File: src/include/tcpwm_pkg.sv
// Package with constants and carrier types for the timer/counter/PWM unit
package tcpwm_pkg;

	// ==========================================================
	// Sizes
	localparam int CNT_WIDTH   = 16;   // Counter width
	localparam int NUM_UNITS   = 5;    // Independent instances
	localparam int DEAD_WIDTH  = 8;    // Dead-band count width

	// ==========================================================
	// Reset values
	localparam logic [15:0] PERIOD_RST  = 16'hFFFF;
	localparam logic [15:0] COMPARE_RST = 16'h0000;
	localparam logic [15:0] COUNT_RST   = 16'h0000;
	localparam logic [15:0] CAPTURE_RST = 16'h0000;
	localparam logic [7:0]  DEAD_RST    = 8'h00;

	// ==========================================================
	// Counter states
	typedef enum logic [1:0] {
		TCPWM_IDLE    = 2'b00,
		TCPWM_RUN     = 2'b01,
		TCPWM_STOPPED = 2'b10
	} tcpwm_state_type;

	// Configuration of one unit
	typedef struct packed {
		logic        enable;     // Counter runs while high
		logic        oneShot;    // Halt on period match instead of reload
		logic [15:0] period;     // Period value
		logic [15:0] compare;    // Compare value for duty cycle
		logic [7:0]  deadTime;   // Dead band in clock cycles
		logic        killLevel;  // Forced level of true output under kill
		logic        killLevelN; // Forced level of complementary output
	} tcpwm_cfg_type;

	// Status of one unit
	typedef struct packed {
		logic [15:0] count;      // Current count
		logic [15:0] capture;    // Captured count
		logic        running;    // Counter active
		logic        capEvent;   // One-cycle pulse on capture
		logic        tcEvent;    // One-cycle pulse on period match
	} tcpwm_stat_type;

endpackage

File: src/rtl/tcpwm_channel.sv
// One timer/counter/PWM channel: counter, capture, compare, dead band, kill
`timescale 1ns/10ps
module tcpwm_channel #(
	parameter int CW = 16,
	parameter int DW = 8
) (
	// Clock and reset
	input  wire logic                    core_clk,
	input  wire logic                    rst_n,
	// Configuration and events (already synchronised)
	input  wire tcpwm_pkg::tcpwm_cfg_type cfg,
	input  wire logic                    capIn,
	input  wire logic                    killIn,
	// Results
	output wire tcpwm_pkg::tcpwm_stat_type stat,
	output logic                         pwmOut,
	output logic                         pwmOutN
);

	// ==========================================================
	// Elaboration checks
	// Count and dead-band registers are built for the package widths only
	if (CW != tcpwm_pkg::CNT_WIDTH) begin : gBadCw
		$error("Counter width must be 16");
	end
	if (DW != tcpwm_pkg::DEAD_WIDTH) begin : gBadDw
		$error("Dead width must be 8");
	end

	// ==========================================================
	// State
	tcpwm_pkg::tcpwm_state_type stateQ, stateD;   // Counter state
	logic [15:0]                countQ, countD;   // Counter
	logic [15:0]                capQ, capD;       // Capture register
	logic                       capPrevQ, capPrevD; // Capture edge memory
	logic                       capEvQ, capEvD;   // Capture pulse
	logic                       tcEvQ, tcEvD;     // Period match pulse
	logic                       rawQ, rawD;       // Compare result
	logic [7:0]                 dtQ, dtD;         // Dead-band counter
	logic                       outQ, outD;       // True output
	logic                       outNQ, outND;     // Complementary output
	logic                       runQ, runD;       // Running flag

	// ==========================================================
	// Next-state logic
	always_comb begin
		stateD   = stateQ;
		countD   = countQ;
		capD     = capQ;
		capPrevD = capIn;
		capEvD   = 1'b0;
		tcEvD    = 1'b0;
		rawD     = rawQ;
		dtD      = dtQ;
		outD     = outQ;
		outND    = outNQ;
		// Counter sequence
		unique case (stateQ)
			tcpwm_pkg::TCPWM_IDLE: begin
				countD = tcpwm_pkg::COUNT_RST;
				if (cfg.enable) stateD = tcpwm_pkg::TCPWM_RUN;
			end
			tcpwm_pkg::TCPWM_RUN: begin
				if (!cfg.enable) begin
					stateD = tcpwm_pkg::TCPWM_IDLE;
				end else if (countQ == cfg.period) begin
					tcEvD = 1'b1;
					if (cfg.oneShot) begin
						stateD = tcpwm_pkg::TCPWM_STOPPED;
					end else begin
						countD = tcpwm_pkg::COUNT_RST;
					end
				end else begin
					countD = countQ + 16'h0001;
				end
			end
			tcpwm_pkg::TCPWM_STOPPED: begin
				// Holds count until software drops enable
				if (!cfg.enable) stateD = tcpwm_pkg::TCPWM_IDLE;
			end
			default: stateD = tcpwm_pkg::TCPWM_IDLE;
		endcase
		// Capture on rising edge of the event
		if (capIn && !capPrevQ) begin
			capD   = countQ;
			capEvD = 1'b1;
		end
		// Running flag registered so the status bit leaves a flip-flop
		runD = (stateD == tcpwm_pkg::TCPWM_RUN);
		// Compare produces the duty cycle
		rawD = (stateQ != tcpwm_pkg::TCPWM_IDLE) && (countQ < cfg.compare);
		// Dead band: delay each rising edge, fall at once
		if (rawD != rawQ) begin
			dtD = cfg.deadTime;
		end else if (dtQ != 8'h00) begin
			dtD = dtQ - 8'h01;
		end
		if (killIn) begin
			outD  = cfg.killLevel;
			outND = cfg.killLevelN;
		end else begin
			outD  = rawQ && (dtQ == 8'h00) && (rawD == rawQ);
			outND = !rawQ && (dtQ == 8'h00) && (rawD == rawQ);
		end
	end

	// ==========================================================
	// Registers
	always_ff @(posedge core_clk) begin
		if (!rst_n) begin
			stateQ   <= tcpwm_pkg::TCPWM_IDLE;
			countQ   <= tcpwm_pkg::COUNT_RST;
			capQ     <= tcpwm_pkg::CAPTURE_RST;
			capPrevQ <= 1'b0;
			capEvQ   <= 1'b0;
			tcEvQ    <= 1'b0;
			rawQ     <= 1'b0;
			dtQ      <= tcpwm_pkg::DEAD_RST;
			outQ     <= 1'b0;
			outNQ    <= 1'b0;
			runQ     <= 1'b0;
		end else begin
			stateQ   <= stateD;
			countQ   <= countD;
			capQ     <= capD;
			capPrevQ <= capPrevD;
			capEvQ   <= capEvD;
			tcEvQ    <= tcEvD;
			rawQ     <= rawD;
			dtQ      <= dtD;
			outQ     <= outD;
			outNQ    <= outND;
			runQ     <= runD;
		end
	end

	// ==========================================================
	// Outputs
	assign stat.count    = countQ;
	assign stat.capture  = capQ;
	assign stat.running  = runQ;
	assign stat.capEvent = capEvQ;
	assign stat.tcEvent  = tcEvQ;
	assign pwmOut        = outQ;
	assign pwmOutN       = outNQ;

endmodule

File: src/rtl/tcpwm_top.sv
// Top level: five timer/counter/PWM channels with pin synchronisers
//
// Functional notes
// - Sixteen-bit counter with programmable period
// - Capture event latches count into capture
// - Period match halts or reloads counter
// - Compare against value gives PWM duty
// - True and complementary outputs with dead band
// - Kill forces outputs in hardware, three clock cycles after the pin
// - Five independent channels, own resources each
`timescale 1ns/10ps
module tcpwm_top #(
	parameter int NUNITS = 5,
	parameter int CW     = 16,
	parameter int DW     = 8
) (
	// Clock and reset
	input  wire logic                                 core_clk,
	input  wire logic                                 rst_n,
	// Per-channel configuration (same clock domain)
	input  wire tcpwm_pkg::tcpwm_cfg_type [NUNITS-1:0] cfgIn,
	// Pins from outside
	input  wire logic [NUNITS-1:0]                    capPin,
	input  wire logic [NUNITS-1:0]                    killPin,
	// Status back to software
	output wire tcpwm_pkg::tcpwm_stat_type [NUNITS-1:0] statOut,
	// PWM pins
	output wire logic [NUNITS-1:0]                    pwmLine,
	output wire logic [NUNITS-1:0]                    pwmLineN
);

	// ==========================================================
	// Elaboration checks
	// Pin and channel wiring assume the package unit count
	if (NUNITS != tcpwm_pkg::NUM_UNITS) begin : gBadUnits
		$error("Unit count must be five");
	end

	// ==========================================================
	// Two-stage synchronisers for pin inputs
	logic [NUNITS-1:0] capS1Q, capS2Q;   // Capture pin stages
	logic [NUNITS-1:0] killS1Q, killS2Q; // Kill pin stages

	// Register the pin stages
	always_ff @(posedge core_clk) begin
		if (!rst_n) begin
			capS1Q  <= '0;
			capS2Q  <= '0;
			killS1Q <= '0;
			killS2Q <= '0;
		end else begin
			capS1Q  <= capPin;
			capS2Q  <= capS1Q;
			killS1Q <= killPin;
			killS2Q <= killS1Q;
		end
	end

	// ==========================================================
	// Channels
	genvar i;
	generate
		for (i = 0; i < NUNITS; i = i + 1) begin : gUnit
			tcpwm_channel #(.CW(CW), .DW(DW)) uChan (
				.core_clk (core_clk),
				.rst_n    (rst_n),
				.cfg      (cfgIn[i]),
				.capIn    (capS2Q[i]),
				.killIn   (killS2Q[i]),
				.stat     (statOut[i]),
				.pwmOut   (pwmLine[i]),
				.pwmOutN  (pwmLineN[i])
			);
		end
	endgenerate

endmodule

File: config.mk
export PLATFORM = sky130hd
export DESIGN_NAME = tcpwm_top
export DESIGN_NICKNAME = d
export VERILOG_FILES = /design/src/include/tcpwm_pkg.sv /design/src/rtl/tcpwm_channel.sv /design/src/rtl/tcpwm_top.sv
export SDC_FILE = /design/constraint.sdc
export NUM_CORES = 1
export LEC_CHECK = 0
export ABC_AREA = 0
export BUFFER_PORTS_ARGS = -buffer_cell sky130_fd_sc_hd__buf_2
export CAP_MARGIN = 0
export CORE_AREA = 2 2 176 307
export CTS_CLUSTER_DIAMETER = 30
export DETAILED_ROUTE_END_ITERATION = 12
export DIE_AREA = 0 0 178 309
export SYNTH_ARGS = -nofsm -noshare
export SYNTH_HDL_FRONTEND = slang
export SYNTH_HIERARCHICAL = 1
export SYNTH_SLANG_ARGS = --single-unit
File: constraint.sdc
create_clock -name core_clk -period 4.3 [get_ports core_clk]
set_input_delay 0.215 -clock core_clk [delete_from_list [all_inputs] [get_ports core_clk]]
set_output_delay 0.215 -clock core_clk [all_outputs]
set_load 0.02 [all_outputs]
# --- After elaboration in Yosys (flattened, before gate mapping) ---
# Cells that the tools add are included.
# Widths: inputs -> output; s select.
totals:
  ff_bits: 265
  latch_bits: 0
  ram_bits: 0
  mem_bits_ro: 0
  input_bits: 232
  out_inout_bits: 185
  elab_cells: 274
  mem_count: 0
op_classes:
  addsub: 10
  mul: 0
  div_mod_pow: 0
  n_lt_le_gt_ge: 5
  n_eq_ne: 40
  shift: 0
  mux: 80
  n_bitwise: 0
  reduce_logical: 80
ops:
  columns: ["cell", "count"]
  rows:
  - ["$mux 16", 15]
  - ["$pmux 16 s2", 5]
  - ["$add 16x1->16 const B", 5]
  - ["$eq 16x16->1", 5]
  - ["$lt 16x16->1", 5]
  - ["$mux 8", 10]
  - ["$mux 2", 25]
  - ["$logic_not 8->1", 5]
  - ["$reduce_bool 8->1", 5]
  - ["$sub 8x1->8 const B", 5]
  - ["$logic_and 1x1->1", 30]
  - ["$pmux 2 s3", 5]
  - ["$reduce_and 3->1", 10]
  - ["$reduce_bool 2->1", 15]
  - ["$eq 2x1->1 const B", 10]
  - ["$mux 1", 20]
  - ["$ne 3x3->1 const B", 5]
  - ["$eq 2x2->1 const B", 5]
  - ["$logic_not 1->1", 10]
  - ["$logic_not 2->1", 5]
  - ["$ne 2x2->1 const B", 5]
  - ["$eq 1x1->1", 5]
  - ["$ne 1x1->1", 5]

# --- Depth between registers and ports, before layout ---
# Gate-level depths: netlist of the first run.
depth:
  word_depth: 5
  ltp_mapped: 9
  depth_no_buf: 8

# --- By module ---
# The synthesis of the first run kept the hierarchy.
modules_own_cells:
  columns: ["mod", "n_inst", "cells_per_inst", "area_each_um2", "seq_area_each_um2"]
  rows:
  - ["tcpwm_channel at gUnit[0].uChan ...", 4, 358, 3001.6, 980.9]
  - ["tcpwm_channel at gUnit[1].uChan", 1, 355, 3065.4, 980.9]
  - ["tcpwm_top", 1, 42, 561.8, 400.4]

# --- Worst setup path after synthesis of the first run ---
# OpenSTA, ideal clock, no wires.
synth_path:
  kind: "flip-flop to flip-flop"
  startpoint: "reg gUnit[1].uChan.countQ[1]"
  endpoint: "reg gUnit[1].uChan.countQ[11]"
  setup_ns: 0.137
  arrival_time_ns: 2.058
  t_required_ns: 4.163
  slack_ns: 2.104
  path_stages_with_launch: 8
  path_buffers: 1
  synth_period_minus_slack_ns: 2.196
  cell_sequence: "dfxtp_1 buf_2 xnor2_1 nand4_1 nor4_4 nor2_2 a2111oi_0 o32ai_1"
synth_via:
  elab_chain_len: 4
  elab_cells_between_ends: 7
  classes_between: "1 x add/sub; 2 x eq/ne; 3 x mux; 1 x reduce/logical"
synth_lines:
  columns: ["element", "line_no", "rtl"]
  rows:
  - ["from (decl)", "tcpwm_channel.sv:33", "logic [15:0] countQ, countD;"]
  - ["from (signal assigned)", "tcpwm_channel.sv:112", "countQ <= tcpwm_pkg::COUNT_RST;"]
  - ["from (signal assigned)", "tcpwm_channel.sv:124", "countQ <= countD;"]
  - ["$add 16x1->16 / $eq 16x16->1 (equally long branches)", "tcpwm_channel.sv:74, tcpwm_channel.sv:66", null]
  - ["$mux 16", "tcpwm_channel.sv:66", "end else if (countQ == cfg.period) begin"]
  - ["$mux 16", "tcpwm_channel.sv:64", "if (!cfg.enable) begin"]
  - ["$pmux 16 s2", "tcpwm_channel.sv:58", "unique case (stateQ)"]
# Parallel ways exist; a longest one is shown, timed or not. The select of a mux whose other input is x is not followed.
# A chain may end at the register's enable or synchronous reset.

# --- Worst setup path after layout of the first run ---
layout_path:
  startpoint: "reg gUnit[0].uChan.countQ[3]"
  endpoint: "reg gUnit[0].uChan.countQ[14]"
layout_via:
  elab_chain_len: 4
  elab_cells_between_ends: 7
  classes_between: "1 x add/sub; 2 x eq/ne; 3 x mux; 1 x reduce/logical"
layout_lines:
  columns: ["element", "line_no"]
  rows:
  - ["from (decl)", "tcpwm_channel.sv:33"]
  - ["from (signal assigned)", "tcpwm_channel.sv:112"]
  - ["from (signal assigned)", "tcpwm_channel.sv:124"]
  - ["$add 16x1->16 / $eq 16x16->1 (equally long branches)", "tcpwm_channel.sv:74, tcpwm_channel.sv:66"]
  - ["$mux 16", "tcpwm_channel.sv:66"]
  - ["$mux 16", "tcpwm_channel.sv:64"]
  - ["$pmux 16 s2", "tcpwm_channel.sv:58"]
# Parallel ways exist; a longest one is shown, timed or not. The select of a mux whose other input is x is not followed.

==> results of run 1 <==
## cells by family (layout without fill, tap and decap cells)
| kind of cell | Yosys count | in the layout | share of synthesized area [%] |
|---|---|---|---|
| flip-flops | 265 | 265 | 33.9 |
| AND/OR/NAND/NOR | 727 | 727 | 25.0 |
| buffers and inverters | 221 | 706 | 7.91 |
| other | 0 | 3 | 0 |
| multiplexers | 45 | 45 | 2.88 |
| XOR/XNOR | 105 | 105 | 6.15 |
| AO/OA/AOI/OAI | 381 | 381 | 17.3 |
| adder cells (fa/ha/maj) | 85 | 85 | 6.80 |
## per-layer routing
layer | up-vias | part of all wire (%) | track usage (%) | wire (um)
met3 | 181 | 7.0 | 4.23 | 3640
met2 | 584 | 51 | 33.2 | 26200
met4 | 12 | 6.1 | 11.2 | 3170
met1 | 7066 | 36 | 18.2 | 18800
met5 | - | 0.15 | 0 | 77
li1 | 7354 | - | - | -
## final cells by class
class                      instances  area, um^2  share of cell area (%)
multi-input combinational       1343        9090                    44.6
tap                              678         848                    4.16
clock buffer                      61        1420                    6.95
sequential                       265        5310                    26.0
antenna                            3        7.51                  0.0368
clock inverter                    34         399                    1.96
inverter                         103         387                    1.89
timing repair buffer             508        2950                    14.5
## registers in the layout (all words and copies together), names as in the netlist, 10 cells and up
register and count:
gUnit.uChan/stateQ 10, gUnit.uChan/dtQ 40, gUnit.uChan/capQ 80, gUnit.uChan/countQ 80
## power by group
group / total, mW / internal [mW] / leakage [nW] / switching [mW]
Clock: 4.16 / 2.73 / 0.888 / 1.43
Sequential: 2.71 / 2.59 / 2.15 / 0.123
Combinational: 1.05 / 0.495 / 5.91 / 0.553
Total: 7.92 / 5.81 / 8.95 / 2.11
## worst min-delay path, cell delays in order
cell	delay (ns)
buf_2	0.11
and2_1	0.17
a21boi_0	0.09
## cell usage after synthesis (10+ instances only)
library cell	count	area (um^2)
a21boi_0	100	751
nand3_1	65	325
nand2b_1	20	125
and3_1	11	68.8
nor3_1	19	95.1
nand4_1	50	313
nor3b_1	10	75.1
ha_1	85	1060
o31ai_1	16	120
nor4_1	17	106
mux2i_1	45	450
a31o_2	12	105
xnor2_1	85	744
o21ai_0	56	280
buf_6	26	293
inv_1	103	387
o21a_1	14	105
and2_2	15	113
a211oi_1	10	75.1
nor2b_1	15	93.8
o211ai_1	30	225
nand2_1	302	1130
a21o_1	10	75.1
buf_4	19	143
nor2_1	45	169
xor2_1	16	140
clkbuf_1	49	184
and4_4	10	113
or3_1	33	206
and2_1	25	156
a21oi_1	69	345
or4_1	20	150
dfxtp_1	265	5310
## worst paths after layout
kind                                    startpoint                                endpoint  slack [ns]  depth (start not counted)
max          gUnit[0].uChan/countQ[3]$_SDFFE_PN0P_  gUnit[0].uChan/countQ[14]$_SDFFE_PN0P_        1.37                          6
min                                     cfgIn[174]     gUnit[3].uChan/stateQ[0]$_SDFF_PN0_        0.05                          3
max reg2reg  gUnit[0].uChan/countQ[3]$_SDFFE_PN0P_  gUnit[0].uChan/countQ[14]$_SDFFE_PN0P_        1.37                          6
min reg2reg     gUnit[4].uChan/capPrevQ$_SDFF_PN0_        gUnit[4].uChan/capEvQ$_SDFF_PN0_        0.43                          1
## per-stage QoR
step                std cells  power [mW]  worst slack (ns)
global placement         2828        3.71              1.54
floorplan                1829        3.44              2.10
detailed placement       2828        3.75              1.44
finish                   2995        7.92              1.37
CTS                      2992        8.04              1.44
global route             2995        8.27              1.13
## repair_timing
action | 4_1_cts | 5_1_grt
endpoints found under the hold margin | 64 | 0
gates resized for setup | 0 | 0
hold buffers | 69 | 0
==> results.json, run 1 <==
{
  "status": "completed",
  "critPathRequiredTime_ns": 4.75,
  "maxSlewHeadroom_pct": 34.6,
  "grtUsageTotal_pct": 18.1,
  "placedInstanceArea_um2": 17900,
  "start_kind": "register",
  "via_per_inst": 5.07,
  "finalNetCount": 2590,
  "yosysSeqAreaShare_pct": 33.9,
  "slowest_delay_ns": 0.87,
  "cts_buffer_depth": 3,
  "drv_cap": 0,
  "io_pins": 417,
  "syn_to_final_growth_pct": 30.5,
  "stdcell_area_um2": 20400,
  "synth_seq_cells": 265,
  "synth_cell_types": 74,
  "period_share_pct": 68.1,
  "dr_total_vias": 15197,
  "cts_setup_buffers": 0,
  "cp-end-kind": "register",
  "worst_pin_slew_ns": 0.972,
  "grt_pass1_vias": 15101,
  "hold_path_class": "input pin to register",
  "crit_family": "simple AND/OR/NAND/NOR gates",
  "routed_wl_um": 51900,
  "setup_violations": 0,
  "synthArstFlopShare_pct": 0,
  "dpl.hpwl_um": 38900,
  "clock_sink_count": 265,
  "cts_tree": "built",
  "yosys_warnings": 6,
  "initial_core_util_pct": 29.9,
  "clk_pin_slew_ns": 0.05,
  "die_h_um": 309,
  "fin_worst_skew_ns": 0.0311,
  "drive_above_1_share_pct": 27.7,
  "layout_commonest_cell": "buf_2",
  "finalMaxSlewViolations": 0,
  "path_class": "register to register",
  "grt_max_degree": 128,
  "post-route-min-period_ns": 2.93,
  "syn_avg_cell_area_um2": 8.55,
  "ys.flop_type": "dfxtp_1",
  "die_x_um": 178,
  "drtIter0Drc": 629,
  "grt_antenna_before_repair": 9,
  "cellPowerDensity_nw_per_um2": 388,
  "first_pass_iters": 5,
  "clk_latency_ns": 0.58,
  "fmax_ghz": 0.341,
  "tns_ns": 0,
  "route.detailed.drc": 0,
  "rsz0062_at_grt": "false",
  "port_buffers": 416,
  "holdWs_ns": 0.0533,
  "synth_nets": 2146,
  "gp_congestion": 0.984,
  "mostFrequentLayoutCells": "buf_2, nand2_1, dfxtp_1, inv_1, a21boi_0",
  "core_um2": 52400,
  "crit_arrival_ns": 3.38,
  "grt_pass1_wl_um": 79100,
  "grt_overflow": 0,
  "hold_viol_final": 0,
  "std_cell_rows": 111,
  "cts-root-buf": "clkbuf_16",
  "cts_max_level": 2,
  "irDropWorstVdd_mv": 0.298,
  "numCtsBuffers": 52,
  "antenna_left": 0,
  "synth-edff-count": 0,
  "critPathMaxFanout": 20,
  "cpMaxStageDelayCell": "nor4_2",
  "wl_per_cell_um": 17.3,
  "utilization_pct": 39.0,
  "nFillCells": 5325,
  "synth_cells": 1829,
  "die_area_um2": 55000,
  "worstPathCellList": "xnor2_1 > nand4_1 > nor4_2 > o21a_1 > nor4_1 > o221a_2",
  "syn_area_um2": 15600,
  "p_leak_nw": 8.95,
  "path_buf_inv": 0
}
(Power assumes the default switching activity.)
==> inputs of run 2 (changes only) <==
Clock period 4.3 ns to 3 ns, I/O delays scaled along.
==> results.json, run 2 (synthesized netlist as in run 1, its figures left out) <==
{
  "dpl.hpwl_um": 40100,
  "grt_antenna_before_repair": 9,
  "port_buffers": 416,
  "wl_per_cell_um": 17.4,
  "fin_cells": 3058,
  "drive_above_1_share_pct": 28.8,
  "syn_to_final_growth_pct": 33.4,
  "irDropWorstVdd_mv": 0.364,
  "nFillCells": 5285,
  "grtUsageTotal_pct": 18.7,
  "mostFrequentLayoutCells": "buf_2, nand2_1, dfxtp_1, inv_1, a21boi_0",
  "status": "completed",
  "fin_worst_skew_ns": 0.0249,
  "die_area_um2": 55000,
  "cts_tree": "built",
  "grt_overflow": 0,
  "cts_buffer_depth": 3,
  "clock_sink_count": 265,
  "worst_pin_slew_ns": 1.32,
  "clk_pin_slew_ns": 0.05,
  "hold_viol_final": 0,
  "grt_pass1_wl_um": 81900,
  "path_class": "register to register",
  "placed_cells": 2867,
  "r2r-start": "gUnit[2].uChan/countQ[6]$_SDFFE_PN0P_",
  "start_kind": "register",
  "period_share_pct": 92.1,
  "grt.met1_usage_pct": 19.4,
  "initial_core_util_pct": 29.9,
  "core_um2": 52400,
  "power.total_mw": 11.2,
  "grt_pass1_vias": 15614,
  "antenna_left": 0,
  "finalMaxSlewViolations": 0,
  "crit_arrival_ns": 3.26,
  "top_regs": "gUnit.uChan/capQ (80), gUnit.uChan/countQ (80), gUnit.uChan/dtQ (40)",
  "rsz0062_at_grt": "false",
  "fmax_ghz": 0.362,
  "dr_total_vias": 15573,
  "place_ws_ns": 0.432,
  "r2r_slack_ns": 0.24,
  "drtIter0Drc": 611,
  "route.detailed.drc": 0,
  "cellPowerDensity_nw_per_um2": 537,
  "fin_ws_ns": 0.237,
  "tns_ns": 0,
  "top_usage_layer": "met2",
  "cp-end-kind": "register",
  "cts_max_level": 2,
  "grt_use_met3_pct": 3.81,
  "first_pass_iters": 6,
  "io_pins": 417,
  "numCtsBuffers": 52,
  "drv_cap": 0,
  "grt_util_met2_pct": 33.6,
  "maxSlewHeadroom_pct": 11.5,
  "r2r-end": "gUnit[2].uChan/dtQ[2]$_SDFFE_PN0P_",
  "hold_path_depth": 6,
  "clk_latency_ns": 0.57,
  "via_per_inst": 5.09,
  "die_x_um": 178,
  "min_delay_worst_endpoint": "gUnit[0].uChan/stateQ[0]$_SDFF_PN0_",
  "critPathRequiredTime_ns": 3.50,
  "hold_start": "cfgIn[32]",
  "std_cell_rows": 111,
  "layout_commonest_cell": "buf_2",
  "critPathMaxFanout": 8,
  "gp_congestion": 0.902,
  "p_leak_nw": 9.21,
  "hold_path_class": "input pin to register",
  "grt_max_degree": 74,
  "cts-root-buf": "clkbuf_16",
  "finalNetCount": 2648,
  "setup_violations": 0,
  "routed_wl_um": 53200,
  "post-route-min-period_ns": 2.76,
  "rr_worst_depth": 9,
  "die_h_um": 309
}
run 2: cell types whose count changed in the layout (fill, tap and decap cells not counted), sizes merged:
cell	before	now
buf	439	481
bufinv	6	4
clkbuf	61	65
clkinvlp	4	3
diode	3	8
dlygate4sd3	69	85
inv	108	107
run 2: layout make-up:
| cell class | instances | area, um^2 | share of cell area (%) |
|---|---|---|---|
| multi-input cells | 1343 | 9100 | 43.7 |
| clock inverters | 30 | 325 | 1.56 |
| repair buffers | 566 | 3440 | 16.5 |
| diodes | 8 | 20.0 | 0.0960 |
| clock buffers | 65 | 1420 | 6.81 |
| inverters | 103 | 387 | 1.85 |
| well taps | 678 | 848 | 4.07 |
| flip-flops and latches | 265 | 5310 | 25.5 |
run 2: where the power goes:
part,internal [mW],switching [mW],total [mW]
clock network,3.71,2.02,5.73
logic,0.759,0.819,1.58
registers,3.71,0.172,3.88
run 2: layer usage:
metal / wire [um] / up-vias
met5: 44 / -
met4: 3290 / 6
met3: 3320 / 180
met2: 27000 / 626
met1: 19600 / 7275
li1: - / 7486
run 2: metrics by stage:
| stage | utilization [%] | hold WS (ns) | cell area (um^2) |
|---|---|---|---|
| 3_5_place_dp | 34.8 | 0.361 | 18200 |
| 4_1_cts | 39.7 | 0.193 | 20800 |
| 5_1_grt | 39.8 | 0.233 | 20800 |
| 2_1_floorplan | - | 0.272 | 15600 |
| 3_3_place_gp | 34.8 | 0.358 | 18200 |
| 6_report | 39.8 | 0.241 | 20800 |
run 2: worst max-delay path by stage:
stage | to | start
floorplan | gUnit[1].uChan/countQ[11]$_SDFFE_PN0P_ | gUnit[1].uChan/countQ[1]$_SDFFE_PN0P_
global placement | gUnit[4].uChan/countQ[12]$_SDFFE_PN0P_ | gUnit[4].uChan/countQ[3]$_SDFFE_PN0P_
detailed placement | gUnit[4].uChan/countQ[12]$_SDFFE_PN0P_ | gUnit[4].uChan/countQ[3]$_SDFFE_PN0P_
CTS | gUnit[2].uChan/dtQ[3]$_SDFFE_PN0P_ | gUnit[2].uChan/countQ[6]$_SDFFE_PN0P_
global route | gUnit[2].uChan/dtQ[2]$_SDFFE_PN0P_ | gUnit[2].uChan/countQ[6]$_SDFFE_PN0P_
finish | gUnit[2].uChan/dtQ[2]$_SDFFE_PN0P_ | gUnit[2].uChan/countQ[6]$_SDFFE_PN0P_
run 2: timing repair:
action	in CTS	in global routing
hold endpoints to repair	76	0
resized for setup	0	3
setup buffers	0	3
hold buffers	85	0
endpoints found under the setup margin	0	4
run 2: worst max-delay path: stages, from the launching register on:
cell           delay (ns)
dfxtp_1              0.53
ha_1                 0.32
a21o_1               0.18
a21oi_1              0.19
o211ai_1             0.20
and4_4               0.24
nor3_4               0.09
buf_4                0.17
mux2i_1              0.20
dlygate4sd3_1        0.58
